$ cat config.mk
export PLATFORM = sky130hd
export DESIGN_NAME = pst_status_regs
export DESIGN_NICKNAME = d
export VERILOG_FILES = /design/src/common/pst_pkg.sv /design/src/design/pst_status_regs.sv /design/src/design/pst_sticky_bits.sv
export SDC_FILE = /design/constraint.sdc
export NUM_CORES = 1
export LEC_CHECK = 0
export BUFFER_PORTS_ARGS = -buffer_cell sky130_fd_sc_hd__buf_2
export CAP_MARGIN = 20
export CORE_MARGIN = 10
export CORE_UTILIZATION = 42
export DETAILED_ROUTE_END_ITERATION = 16
export HOLD_SLACK_MARGIN = 0.12
export PLACE_DENSITY = 0.79
export SYNTH_ARGS = -nofsm -noshare
export SYNTH_HDL_FRONTEND = slang
export SYNTH_SLANG_ARGS = --single-unit
$ cat constraint.sdc
create_clock -name sys_clk -period 1.6 [get_ports sys_clk]
set_input_delay 0.32 -clock sys_clk [delete_from_list [all_inputs] [get_ports sys_clk]]
set_output_delay 0.32 -clock sys_clk [all_outputs]
set_load 0.005 [all_outputs]
$ cat src/common/pst_pkg.sv
// constants and types of the pll status readback register block
package pst_pkg;

   localparam int unsigned ADDR_W = 16;
   localparam int unsigned DATA_W = 8;

   // register offsets on the serial register port
   localparam logic [15:0] OFS_IRQ_ENABLE    = 16'h0079;
   localparam logic [15:0] OFS_IRQ_STICKY    = 16'h0200;
   localparam logic [15:0] OFS_REF_STATUS    = 16'h0202;
   localparam logic [15:0] OFS_LOCK_STATE    = 16'h0203;
   localparam logic [15:0] OFS_INPUT_LEVELS  = 16'h020c;
   localparam logic [15:0] OFS_IRQ_SUMMARY   = 16'h020d;
   localparam logic [15:0] OFS_BOOT_ERROR    = 16'h0210;
   localparam logic [15:0] OFS_BOOT_DONE     = 16'h0211;

   // field positions
   localparam int unsigned POS_SIGNAL_LOSS0  = 0;
   localparam int unsigned POS_SIGNAL_LOSS1  = 1;
   localparam int unsigned POS_HOLDOVER      = 4;
   localparam int unsigned POS_LOCK_LOSS     = 6;
   localparam int unsigned POS_SEL_REF       = 0;
   localparam int unsigned POS_NO_REF        = 3;
   localparam int unsigned POS_LOOP_STATE    = 0;
   localparam int unsigned POS_LOCKED        = 4;
   localparam int unsigned POS_INPUT_LEVEL   = 0;
   localparam int unsigned POS_SUMMARY       = 0;
   localparam int unsigned POS_BOOT_FAILED   = 0;
   localparam int unsigned POS_CSUM_ERROR    = 1;
   localparam int unsigned POS_BOOT_DONE     = 0;

   // writable bits of the sticky and enable registers
   localparam logic [7:0]  IRQ_BITS_MASK     = 8'h53;

   // encodings
   localparam logic [2:0]  SEL_REF_NONE      = 3'h0;
   localparam logic [2:0]  SEL_REF_INPUT0    = 3'h4;
   localparam logic [2:0]  SEL_REF_INPUT1    = 3'h5;
   localparam logic [1:0]  LOOP_CODE_FREERUN = 2'h1;
   localparam logic [1:0]  LOOP_CODE_NORMAL  = 2'h2;
   localparam logic [1:0]  LOOP_CODE_HOLD    = 2'h3;

   // reset values
   localparam logic [7:0]  RST_BYTE          = 8'h00;

   typedef enum logic [1:0] {
      PST_FREERUN,
      PST_NORMAL,
      PST_HOLDOVER
   } pst_loop_mode_t;

endpackage : pst_pkg

$ cat src/design/pst_status_regs.sv
// status register bank of the clock loop: debug view, inputs, interrupts, boot
`timescale 1ns/1ps
`default_nettype none
module pst_status_regs #(
   parameter int unsigned GPIO_N = 4
) (
   // clock and reset
   input  wire logic                   sys_clk,
   input  wire logic                   resetn,
   // register port from the serial interface
   input  wire logic [15:0]            reg_addr,
   input  wire logic                   reg_rd,
   input  wire logic                   reg_wr,
   input  wire logic [7:0]             reg_wdata,
   output logic      [7:0]             reg_rdata_q,
   output logic                        reg_rvalid_q,
   // live digital loop state
   input  wire logic [1:0]             ref_valid,
   input  wire logic                   ref_active,
   input  wire logic                   ref_active_sel,
   input  wire logic                   phase_err_in_lock,
   input  wire logic                   synth_mode,
   input  wire pst_pkg::pst_loop_mode_t loop_mode,
   // general pins
   input  wire logic [GPIO_N-1:0]      general_input_level,
   input  wire logic [GPIO_N-1:0]      gpio_is_input,
   // alarm events, one cycle each
   input  wire logic                   lock_loss_evt,
   input  wire logic                   holdover_evt,
   input  wire logic [1:0]             signal_loss_evt,
   // boot sequencer events, one cycle each
   input  wire logic                   boot_checksum_error_evt,
   input  wire logic                   boot_read_failed_evt,
   input  wire logic                   boot_read_complete_evt,
   // open-drain interrupt pin
   input  wire logic                   irq_pin_low_in,
   output logic                        irq_pin_low_out,
   output logic                        irq_pin_low_oe_n
);

   logic [7:0] irq_enable_q;
   logic [7:0] irq_set;
   logic [7:0] irq_clr;
   logic [7:0] irq_sticky_q;
   logic [2:0] boot_set;
   logic [2:0] boot_flags_q;
   logic       irq_active;
   logic       wr_sticky;
   logic       pin_seen_low_q;
   logic [2:0] selected_reference;
   logic       no_reference;
   logic       phase_locked_flag;
   logic [1:0] loop_state;
   logic [7:0] rd_mux;

   assign wr_sticky = reg_wr && (reg_addr == pst_pkg::OFS_IRQ_STICKY);

   // ---------------- debug loop view ----------------

   assign no_reference = ~|ref_valid;

   always_comb begin
      if (!ref_active) begin
         selected_reference = pst_pkg::SEL_REF_NONE;
      end else if (ref_active_sel) begin
         selected_reference = pst_pkg::SEL_REF_INPUT1;
      end else begin
         selected_reference = pst_pkg::SEL_REF_INPUT0;
      end
   end

   assign phase_locked_flag = phase_err_in_lock & ~synth_mode;

   always_comb begin
      unique case (loop_mode)
         pst_pkg::PST_FREERUN:  loop_state = pst_pkg::LOOP_CODE_FREERUN;
         pst_pkg::PST_NORMAL:   loop_state = pst_pkg::LOOP_CODE_NORMAL;
         pst_pkg::PST_HOLDOVER: loop_state = pst_pkg::LOOP_CODE_HOLD;
         default:               loop_state = pst_pkg::LOOP_CODE_FREERUN;
      endcase
   end

   // ---------------- interrupt sticky bits ----------------

   always_comb begin
      irq_set                            = '0;
      irq_set[pst_pkg::POS_SIGNAL_LOSS0] = signal_loss_evt[0];
      irq_set[pst_pkg::POS_SIGNAL_LOSS1] = signal_loss_evt[1];
      irq_set[pst_pkg::POS_HOLDOVER]     = holdover_evt;
      irq_set[pst_pkg::POS_LOCK_LOSS]    = lock_loss_evt;
   end

   assign irq_clr = wr_sticky ?
                    (reg_wdata & pst_pkg::IRQ_BITS_MASK) : 8'h00;

   pst_sticky_bits #(
      .WIDTH (8)
   ) u_irq_sticky (
      .sys_clk (sys_clk),
      .resetn  (resetn),
      .set_i   (irq_set),
      .clr_i   (irq_clr),
      .flag_q  (irq_sticky_q)
   );

   always_ff @(posedge sys_clk or negedge resetn) begin
      if (!resetn) begin
         irq_enable_q <= pst_pkg::RST_BYTE;
      end else if (reg_wr && reg_addr == pst_pkg::OFS_IRQ_ENABLE) begin
         // reserved positions are not stored
         irq_enable_q <= reg_wdata & pst_pkg::IRQ_BITS_MASK;
      end
   end

   assign irq_active = |(irq_sticky_q & irq_enable_q);

   assign irq_pin_low_out  = 1'b0;
   assign irq_pin_low_oe_n = ~irq_active;

   // pin level kept for debug; a wired-or partner may hold it low too
   always_ff @(posedge sys_clk or negedge resetn) begin
      if (!resetn) begin
         pin_seen_low_q <= 1'b0;
      end else begin
         pin_seen_low_q <= ~irq_pin_low_in;
      end
   end

   // ---------------- boot flags ----------------

   assign boot_set = {boot_read_complete_evt, boot_checksum_error_evt, boot_read_failed_evt};

   pst_sticky_bits #(
      .WIDTH (3)
   ) u_boot_flags (
      .sys_clk (sys_clk),
      .resetn  (resetn),
      .set_i   (boot_set),
      .clr_i   (3'h0),
      .flag_q  (boot_flags_q)
   );

   // ---------------- read path ----------------

   always_comb begin
      rd_mux = 8'h00;
      unique case (reg_addr)
         pst_pkg::OFS_IRQ_ENABLE: begin
            rd_mux = irq_enable_q;
         end
         pst_pkg::OFS_IRQ_STICKY: begin
            rd_mux = irq_sticky_q;
         end
         pst_pkg::OFS_REF_STATUS: begin
            rd_mux[pst_pkg::POS_SEL_REF +: 3] = selected_reference;
            rd_mux[pst_pkg::POS_NO_REF]       = no_reference;
         end
         pst_pkg::OFS_LOCK_STATE: begin
            rd_mux[pst_pkg::POS_LOOP_STATE +: 2] = loop_state;
            rd_mux[pst_pkg::POS_LOCKED]          = phase_locked_flag;
         end
         pst_pkg::OFS_INPUT_LEVELS: begin
            rd_mux[pst_pkg::POS_INPUT_LEVEL +: GPIO_N] = general_input_level & gpio_is_input;
         end
         pst_pkg::OFS_IRQ_SUMMARY: begin
            rd_mux[pst_pkg::POS_SUMMARY] = irq_active;
         end
         pst_pkg::OFS_BOOT_ERROR: begin
            rd_mux[pst_pkg::POS_BOOT_FAILED] = boot_flags_q[0];
            rd_mux[pst_pkg::POS_CSUM_ERROR]  = boot_flags_q[1];
         end
         pst_pkg::OFS_BOOT_DONE: begin
            rd_mux[pst_pkg::POS_BOOT_DONE] = boot_flags_q[2];
         end
         default: begin
            rd_mux = 8'h00;
         end
      endcase
   end

   always_ff @(posedge sys_clk or negedge resetn) begin
      if (!resetn) begin
         reg_rdata_q  <= pst_pkg::RST_BYTE;
         reg_rvalid_q <= 1'b0;
      end else begin
         reg_rvalid_q <= reg_rd;
         if (reg_rd) begin
            reg_rdata_q <= rd_mux;
         end
      end
   end
endmodule // pst_status_regs
`default_nettype wire

$ cat src/design/pst_sticky_bits.sv
// a row of sticky flags: set by hardware, cleared by a clear strobe, set wins
`timescale 1ns/1ps
`default_nettype none
module pst_sticky_bits #(
   parameter int unsigned WIDTH = 1
) (
   // clock and reset
   input  wire logic             sys_clk,
   input  wire logic             resetn,
   // set and clear
   input  wire logic [WIDTH-1:0] set_i,
   input  wire logic [WIDTH-1:0] clr_i,
   // held flags
   output logic      [WIDTH-1:0] flag_q
);

   logic [WIDTH-1:0] flag_d;

   // an event in the clearing cycle must not be lost
   assign flag_d = set_i | (flag_q & ~clr_i);

   always_ff @(posedge sys_clk or negedge resetn) begin
      if (!resetn) begin
         flag_q <= '0;
      end else begin
         flag_q <= flag_d;
      end
   end

endmodule // pst_sticky_bits
`default_nettype wire

== After elaboration in Yosys (flattened, before gate mapping) ==
Index checks and enable logic that the tools add are counted.

* Word-level logic and storage cells: 38
* Output and inout port bits: 11
* Input port bits: 52
* Bits in registers: 24

* Reduce and logical (&&, ||, !) cells: 5
* Equal/unequal tests: 10
* Muxes and demuxes: 9
* Bitwise gates (word level): 9

{| class="wikitable"
|+ Operator list
! operator !! count
|-
| 16-bit by 10-bit equality test with 1-bit output (second input constant) || 7
|-
| 16-bit by 7-bit equality test with 1-bit output (second input constant) || 1
|-
| 8-bit by 7-bit bitwise AND with 8-bit output || 1
|-
| 8-bit bitwise AND || 1
|-
| 7-bit inverter with 8-bit output || 1
|-
| 7-bit by 8-bit OR with 8-bit output || 1
|-
| 1-bit case mux with 8 select lines || 1
|-
| 8-bit OR reduction || 1
|-
| 7-bit two-way mux || 1
|-
| 1-bit case mux with 6 select lines || 1
|-
| 2-bit case mux with 3 select lines || 1
|-
| 3-bit case mux with 2 select lines || 1
|-
| 4-bit bitwise AND || 1
|-
| 2-bit case mux with 2 select lines || 1
|-
| 3-bit two-way mux || 1
|-
| 3-bit OR || 1
|-
| 1-bit case mux with 3 select lines || 1
|-
| 2-bit by 1-bit equality test with 1-bit output (second input constant) || 1
|-
| 2-bit equality test (second input constant) || 1
|-
| 1-bit logical AND || 2
|-
| 1-bit inverter || 2
|-
| 2-bit OR reduction || 1
|-
| 1-bit bitwise AND || 1
|-
| 1-bit logical NOT || 1
|-
| 1-bit two-way mux || 1
|}

== Depth between registers and ports, before layout ==
* Depth in word-level cells: 6
* Gate-level depth with buffers: 7
* Depth with buffers taken out: 7

== Modules after synthesis ==
A second synthesis with hierarchy kept.

* Cells, all modules: 133
* Area, all modules: 1,348.8 um^2

{| class="wikitable"
|+ By module, submodules not included
! module !! times used !! cells an instance !! area an instance (um^2) !! seq. area each (um^2)
|-
| pst_status_regs || 1 || 100 || 949.7 || 325.3
|-
| pst_sticky_bits (u_irq_sticky) || 1 || 24 || 290.3 || 200.2
|-
| pst_sticky_bits (u_boot_flags) || 1 || 9 || 108.9 || 75.1
|}

== Least setup slack after synthesis ==
No wires, ideal clock.

* Path type: input to register
* Start: input reg_addr[7]
* End: register irq_enable_q[0]
* Setup time: 128 ps
* Required time: 1,472 ps
* Setup slack: -341 ps
* Data arrival time: 1,814 ps
* Buffers on the path: 0
* Stages: 4
* Path through: or4_1 -> nor4_2 -> nand2_1 -> mux2_1

* Cells in the longest elaborated chain, start to end: 2

{| class="wikitable"
|+ Ends and longest elaborated chain
! what !! RTL line !! text
|-
| from (decl) || pst_status_regs.sv:11 || <nowiki>input wire logic [15:0] reg_addr,</nowiki>
|-
| 16-bit by 7-bit equality test with 1-bit output || pst_status_regs.sv:109 || <nowiki>end else if (reg_wr && reg_addr == pst_pkg::OFS_IRQ_ENABLE) begin</nowiki>
|-
| 1-bit logical AND || pst_status_regs.sv:109 ||
|-
| to (signal assigned) || pst_status_regs.sv:108 || <nowiki>irq_enable_q <= pst_pkg::RST_BYTE;</nowiki>
|-
| to (signal assigned) || pst_status_regs.sv:111 || <nowiki>irq_enable_q <= reg_wdata & pst_pkg::IRQ_BITS_MASK;</nowiki>
|-
| to (decl) || pst_status_regs.sv:41 || <nowiki>logic [7:0] irq_enable_q;</nowiki>
|}

No other way between the ends.
A chain may end at the register's enable or synchronous reset.

== Final worst setup path ==
* Start: input reg_addr[5]
* End: register reg_rdata_q[4]

* Cells in the longest elaborated chain, start to end: 2
* Elaborated cells on any way between the ends: 4
* Those cells by class: eq/ne (3); mux (1)

{| class="wikitable"
|+ Ends and longest elaborated chain
! what !! RTL line !! text
|-
| 16-bit by 10-bit equality test with 1-bit output or 16-bit by 7-bit equality test with 1-bit output (tied branches) || pst_status_regs.sv:147 || <nowiki>unique case (reg_addr)</nowiki>
|-
| 1-bit case mux with 3 select lines (*) || pst_status_regs.sv:147 ||
|-
| to (signal assigned) || pst_status_regs.sv:183 || <nowiki>reg_rdata_q <= pst_pkg::RST_BYTE;</nowiki>
|-
| to (signal assigned) || pst_status_regs.sv:188 || <nowiki>reg_rdata_q <= rd_mux;</nowiki>
|-
| to (decl) || pst_status_regs.sv:15 || <nowiki>output logic [7:0] reg_rdata_q,</nowiki>
|}

Mark *: on every way between the ends. The rest lies on a longest branch, timed or not.

==> impl_metrics.json <==
{
  "status": "complete, but fails checks",
  "violations": "negative setup slack",
  "rrSetupSlack_ns": 0.15,
  "fill_cells": 190,
  "netlist_area_um2": 1010,
  "vias_per_cell": 5.60,
  "start_kind": "primary input",
  "synth_cell_types": 39,
  "post_synth_and_or_nand_nor_area_fraction": 0.271,
  "synth_mux_area_frac": 0.0669,
  "rsz0062_at_grt": "yes",
  "io_pins": 63,
  "syn_to_final_growth_pct": 47.1,
  "num_vias": 1081,
  "critPathCaptureType": "register",
  "clkTransAtPathRegs_ns": 0.10,
  "p_comb_frac": 0.175,
  "dpl_cell_area_um2": 1390,
  "num_antenna_cells": 0,
  "totalWireLength_mm": 3.32,
  "final_area_um2": 1490,
  "clk_path_buf_depth": 2,
  "wl_met3_um": 309,
  "final_common_cell": "buf_2",
  "p_sw_uw": 229,
  "clock_latency_ns": 0.29,
  "finalSetupViolCount": 15,
  "row_count": 17,
  "p_leak_uw": 0.000697,
  "cap_viol_max_count": 0,
  "top_layer": "met4",
  "wl_met1_mm": 1.24,
  "drc_errors": 0,
  "worstPathArrival_ns": 2.01,
  "track_usage": 0.133,
  "avgSynthCellArea_um2": 10.2,
  "route.met2.wl_mm": 1.64,
  "nNetsFinal": 219,
  "fin_worst_skew_ns": 0.00485,
  "finalMaxSlewViolations": 0,
  "fin_crit_ns": 1.77,
  "hold_depth": 2,
  "drive_gt1_frac": 0.539,
  "rr_startpoint": "u_irq_sticky.flag_q[1]",
  "vdd_drop_max_mv": 0.544,
  "post_drt_wl_per_cell_um": 17.2,
  "grt_pass1_vias": 1196,
  "min_from": "lock_loss_evt",
  "mostFrequentLayoutCells": "buf_2 (53), dfrtp_1 (18), buf_4 (10)",
  "sw_frac_of_total": 0.251,
  "hp-class": "primary input to register",
  "ys_seq_elements": 18,
  "grt_overflow": 0,
  "synth_top_family_by_area": "simple AND/OR/NAND/NOR gates",
  "grt_pass1_wl_mm": 5.43,
  "timing.rr.end": "reg_rdata_q[0]",
  "synthAdderAreaFrac": 0.0124,
  "io_buffer_count": 54,
  "whs_endpoint": "u_irq_sticky.flag_q[6]",
  "hold_viol_final": 0,
  "pwr-share-clk": 0.312,
  "start_util": 0.448,
  "die_h_um": 69.0,
  "fin_crit_sh": 1.11,
  "dr.pass1.iters": 4,
  "synth_xor_area_frac": 0,
  "ant_nets": 0,
  "netlist_instances": 99,
  "dr.first_iter.drc_count": 47,
  "numCtsBuffers": 3,
  "required_ns": 1.84,
  "seq_power_share": 0.513,
  "internal_power_uw": 684,
  "cts-root-buf": "clkbuf_4",
  "seq_area_frac_synth": 0.446,
  "crit_fanout": 3,
  "place_hpwl_mm": 2.64,
  "cts.sinks": 18,
  "htreeDepth": 1,
  "cts_tree": "built",
  "critPathKind": "primary input to register",
  "fin_ws_ns": -0.168,
  "powerDensity_nw_per_um2": 615,
  "die_x_um": 69.0,
  "core_region_area_um2": 2250,
  "grt_max_degree": 19,
  "antenna_found_initial": 0,
  "dieArea_um2": 4770,
  "gp_congestion": 0.843,
  "r2r_cells": 5,
  "fmax_ghz": 0.566,
  "whs_ns": 0.199,
  "yosysWarningCount": 0,
  "synth_compound_area_frac": 0.162
}
worst max-delay path by stage:
| stage | from | to | slack (ns) |
|---|---|---|---|
| after floorplan | reg_addr[13] | reg_rdata_q[4] | -0.34 |
| after global placement | reg_addr[13] | reg_rdata_q[4] | -0.44 |
| after detailed placement | reg_addr[13] | reg_rdata_q[3] | -0.49 |
| after CTS | reg_addr[13] | reg_rdata_q[4] | -0.16 |
| after global routing | reg_addr[13] | reg_rdata_q[4] | -0.22 |
| final | reg_addr[5] | reg_rdata_q[4] | -0.17 |
per-stage QoR:
step / instances / power (uW) / utilization / worst slack (ns) / TNS [ns]
final: 193 / 913 / 0.659 / -0.168 / -1.34
after global routing: 193 / 962 / 0.659 / -0.217 / -1.97
after CTS: 193 / 918 / 0.659 / -0.156 / -1.03
after detailed placement: 188 / 629 / 0.618 / -0.492 / -5.73
after global placement: 188 / 623 / 0.618 / -0.435 / -5.56
after floorplan: 101 / 528 / - / -0.337 / -2.55
cell usage after synthesis:
cell type	instances	area share
a21o_1	4	0.030
a21oi_1	3	0.015
a221o_1	1	0.0099
a221oi_1	1	0.0087
a22o_1	1	0.0087
a31oi_1	3	0.019
a32oi_1	4	0.035
and2_1	1	0.0062
and4_1	1	0.0087
buf_4	3	0.022
clkbuf_1	2	0.0074
conb_1	1	0.0037
dfrtp_1	18	0.45
ha_1	1	0.012
inv_1	2	0.0074
mux2_1	4	0.045
mux2_2	2	0.022
nand2_1	9	0.033
nand2b_1	1	0.0062
nand3_1	2	0.0099
nand4_1	1	0.0062
nand4b_1	1	0.0087
nand4bb_1	1	0.011
nor2_1	8	0.030
nor2b_1	1	0.0062
nor3_1	5	0.025
nor3_2	1	0.0099
nor4_1	2	0.012
nor4_2	1	0.012
nor4_4	1	0.021
o211ai_1	1	0.0074
o21a_1	1	0.0074
o21ai_0	1	0.0050
o22a_1	1	0.0087
o41ai_1	1	0.0087
or2_2	4	0.025
or4_1	1	0.0074
or4_4	2	0.022
or4b_1	1	0.0099
area by class of cell:
| cell class | count | area, um2 | area share |
|---|---|---|---|
| multi-input cells | 76 | 594 | 0.400 |
| inverters | 2 | 7.51 | 0.00505 |
| well taps | 28 | 35.0 | 0.0236 |
| repair buffers | 65 | 362 | 0.243 |
| flip-flops and latches | 18 | 450 | 0.303 |
| clock buffers | 4 | 36.3 | 0.0244 |
flip-flops by register name, indices dropped and copies added (netlist names):
register             cells
u_irq_sticky.flag_q      4
reg_rdata_q              6
reg_rvalid_q             1
irq_enable_q             4
u_boot_flags.flag_q      3
logic make-up after synthesis:
logic type	after synthesis
AO/OA/AOI/OAI	22
adder cells (fa/ha/maj)	1
buffers and inverters	7
flip-flops	18
multiplexers	6
other	1
AND/OR/NAND/NOR	44
power by group through the flow:
stage	clock network [uW]	registers, uW	logic (uW)
2_1_floorplan	0	479	48.9
3_3_place_gp	0	477	146
3_5_place_dp	0	478	152
4_1_cts	290	469	159
5_1_grt	316	470	177
6_report	285	468	160
per-layer routing:
| metal | vias to the layer above | global-route usage |
|---|---|---|
| met3 | 18 | 0.0514 |
| met5 | - | 0 |
| met4 | 0 | 0.0576 |
| met1 | 491 | 0.143 |
| li1 | 500 | - |
| met2 | 72 | 0.227 |
critical path, cell delays in order:
cell and delay [ns]:
buf_2 0.10, or4b_1 0.60, or4_4 0.50, nor4_4 0.17, a221o_1 0.19, mux2_4 0.13
timing repair:
action                                  in CTS  in global routing
hold buffers                                 1                  0
resized for setup                           10                  0
endpoints found under the setup margin      15                 15
pin swaps                                    4                  5
cloned                                       0                  0
endpoints found under the hold margin       18                  0
buffers inserted                             0                  0
Power figures use the tool's default switching activity.
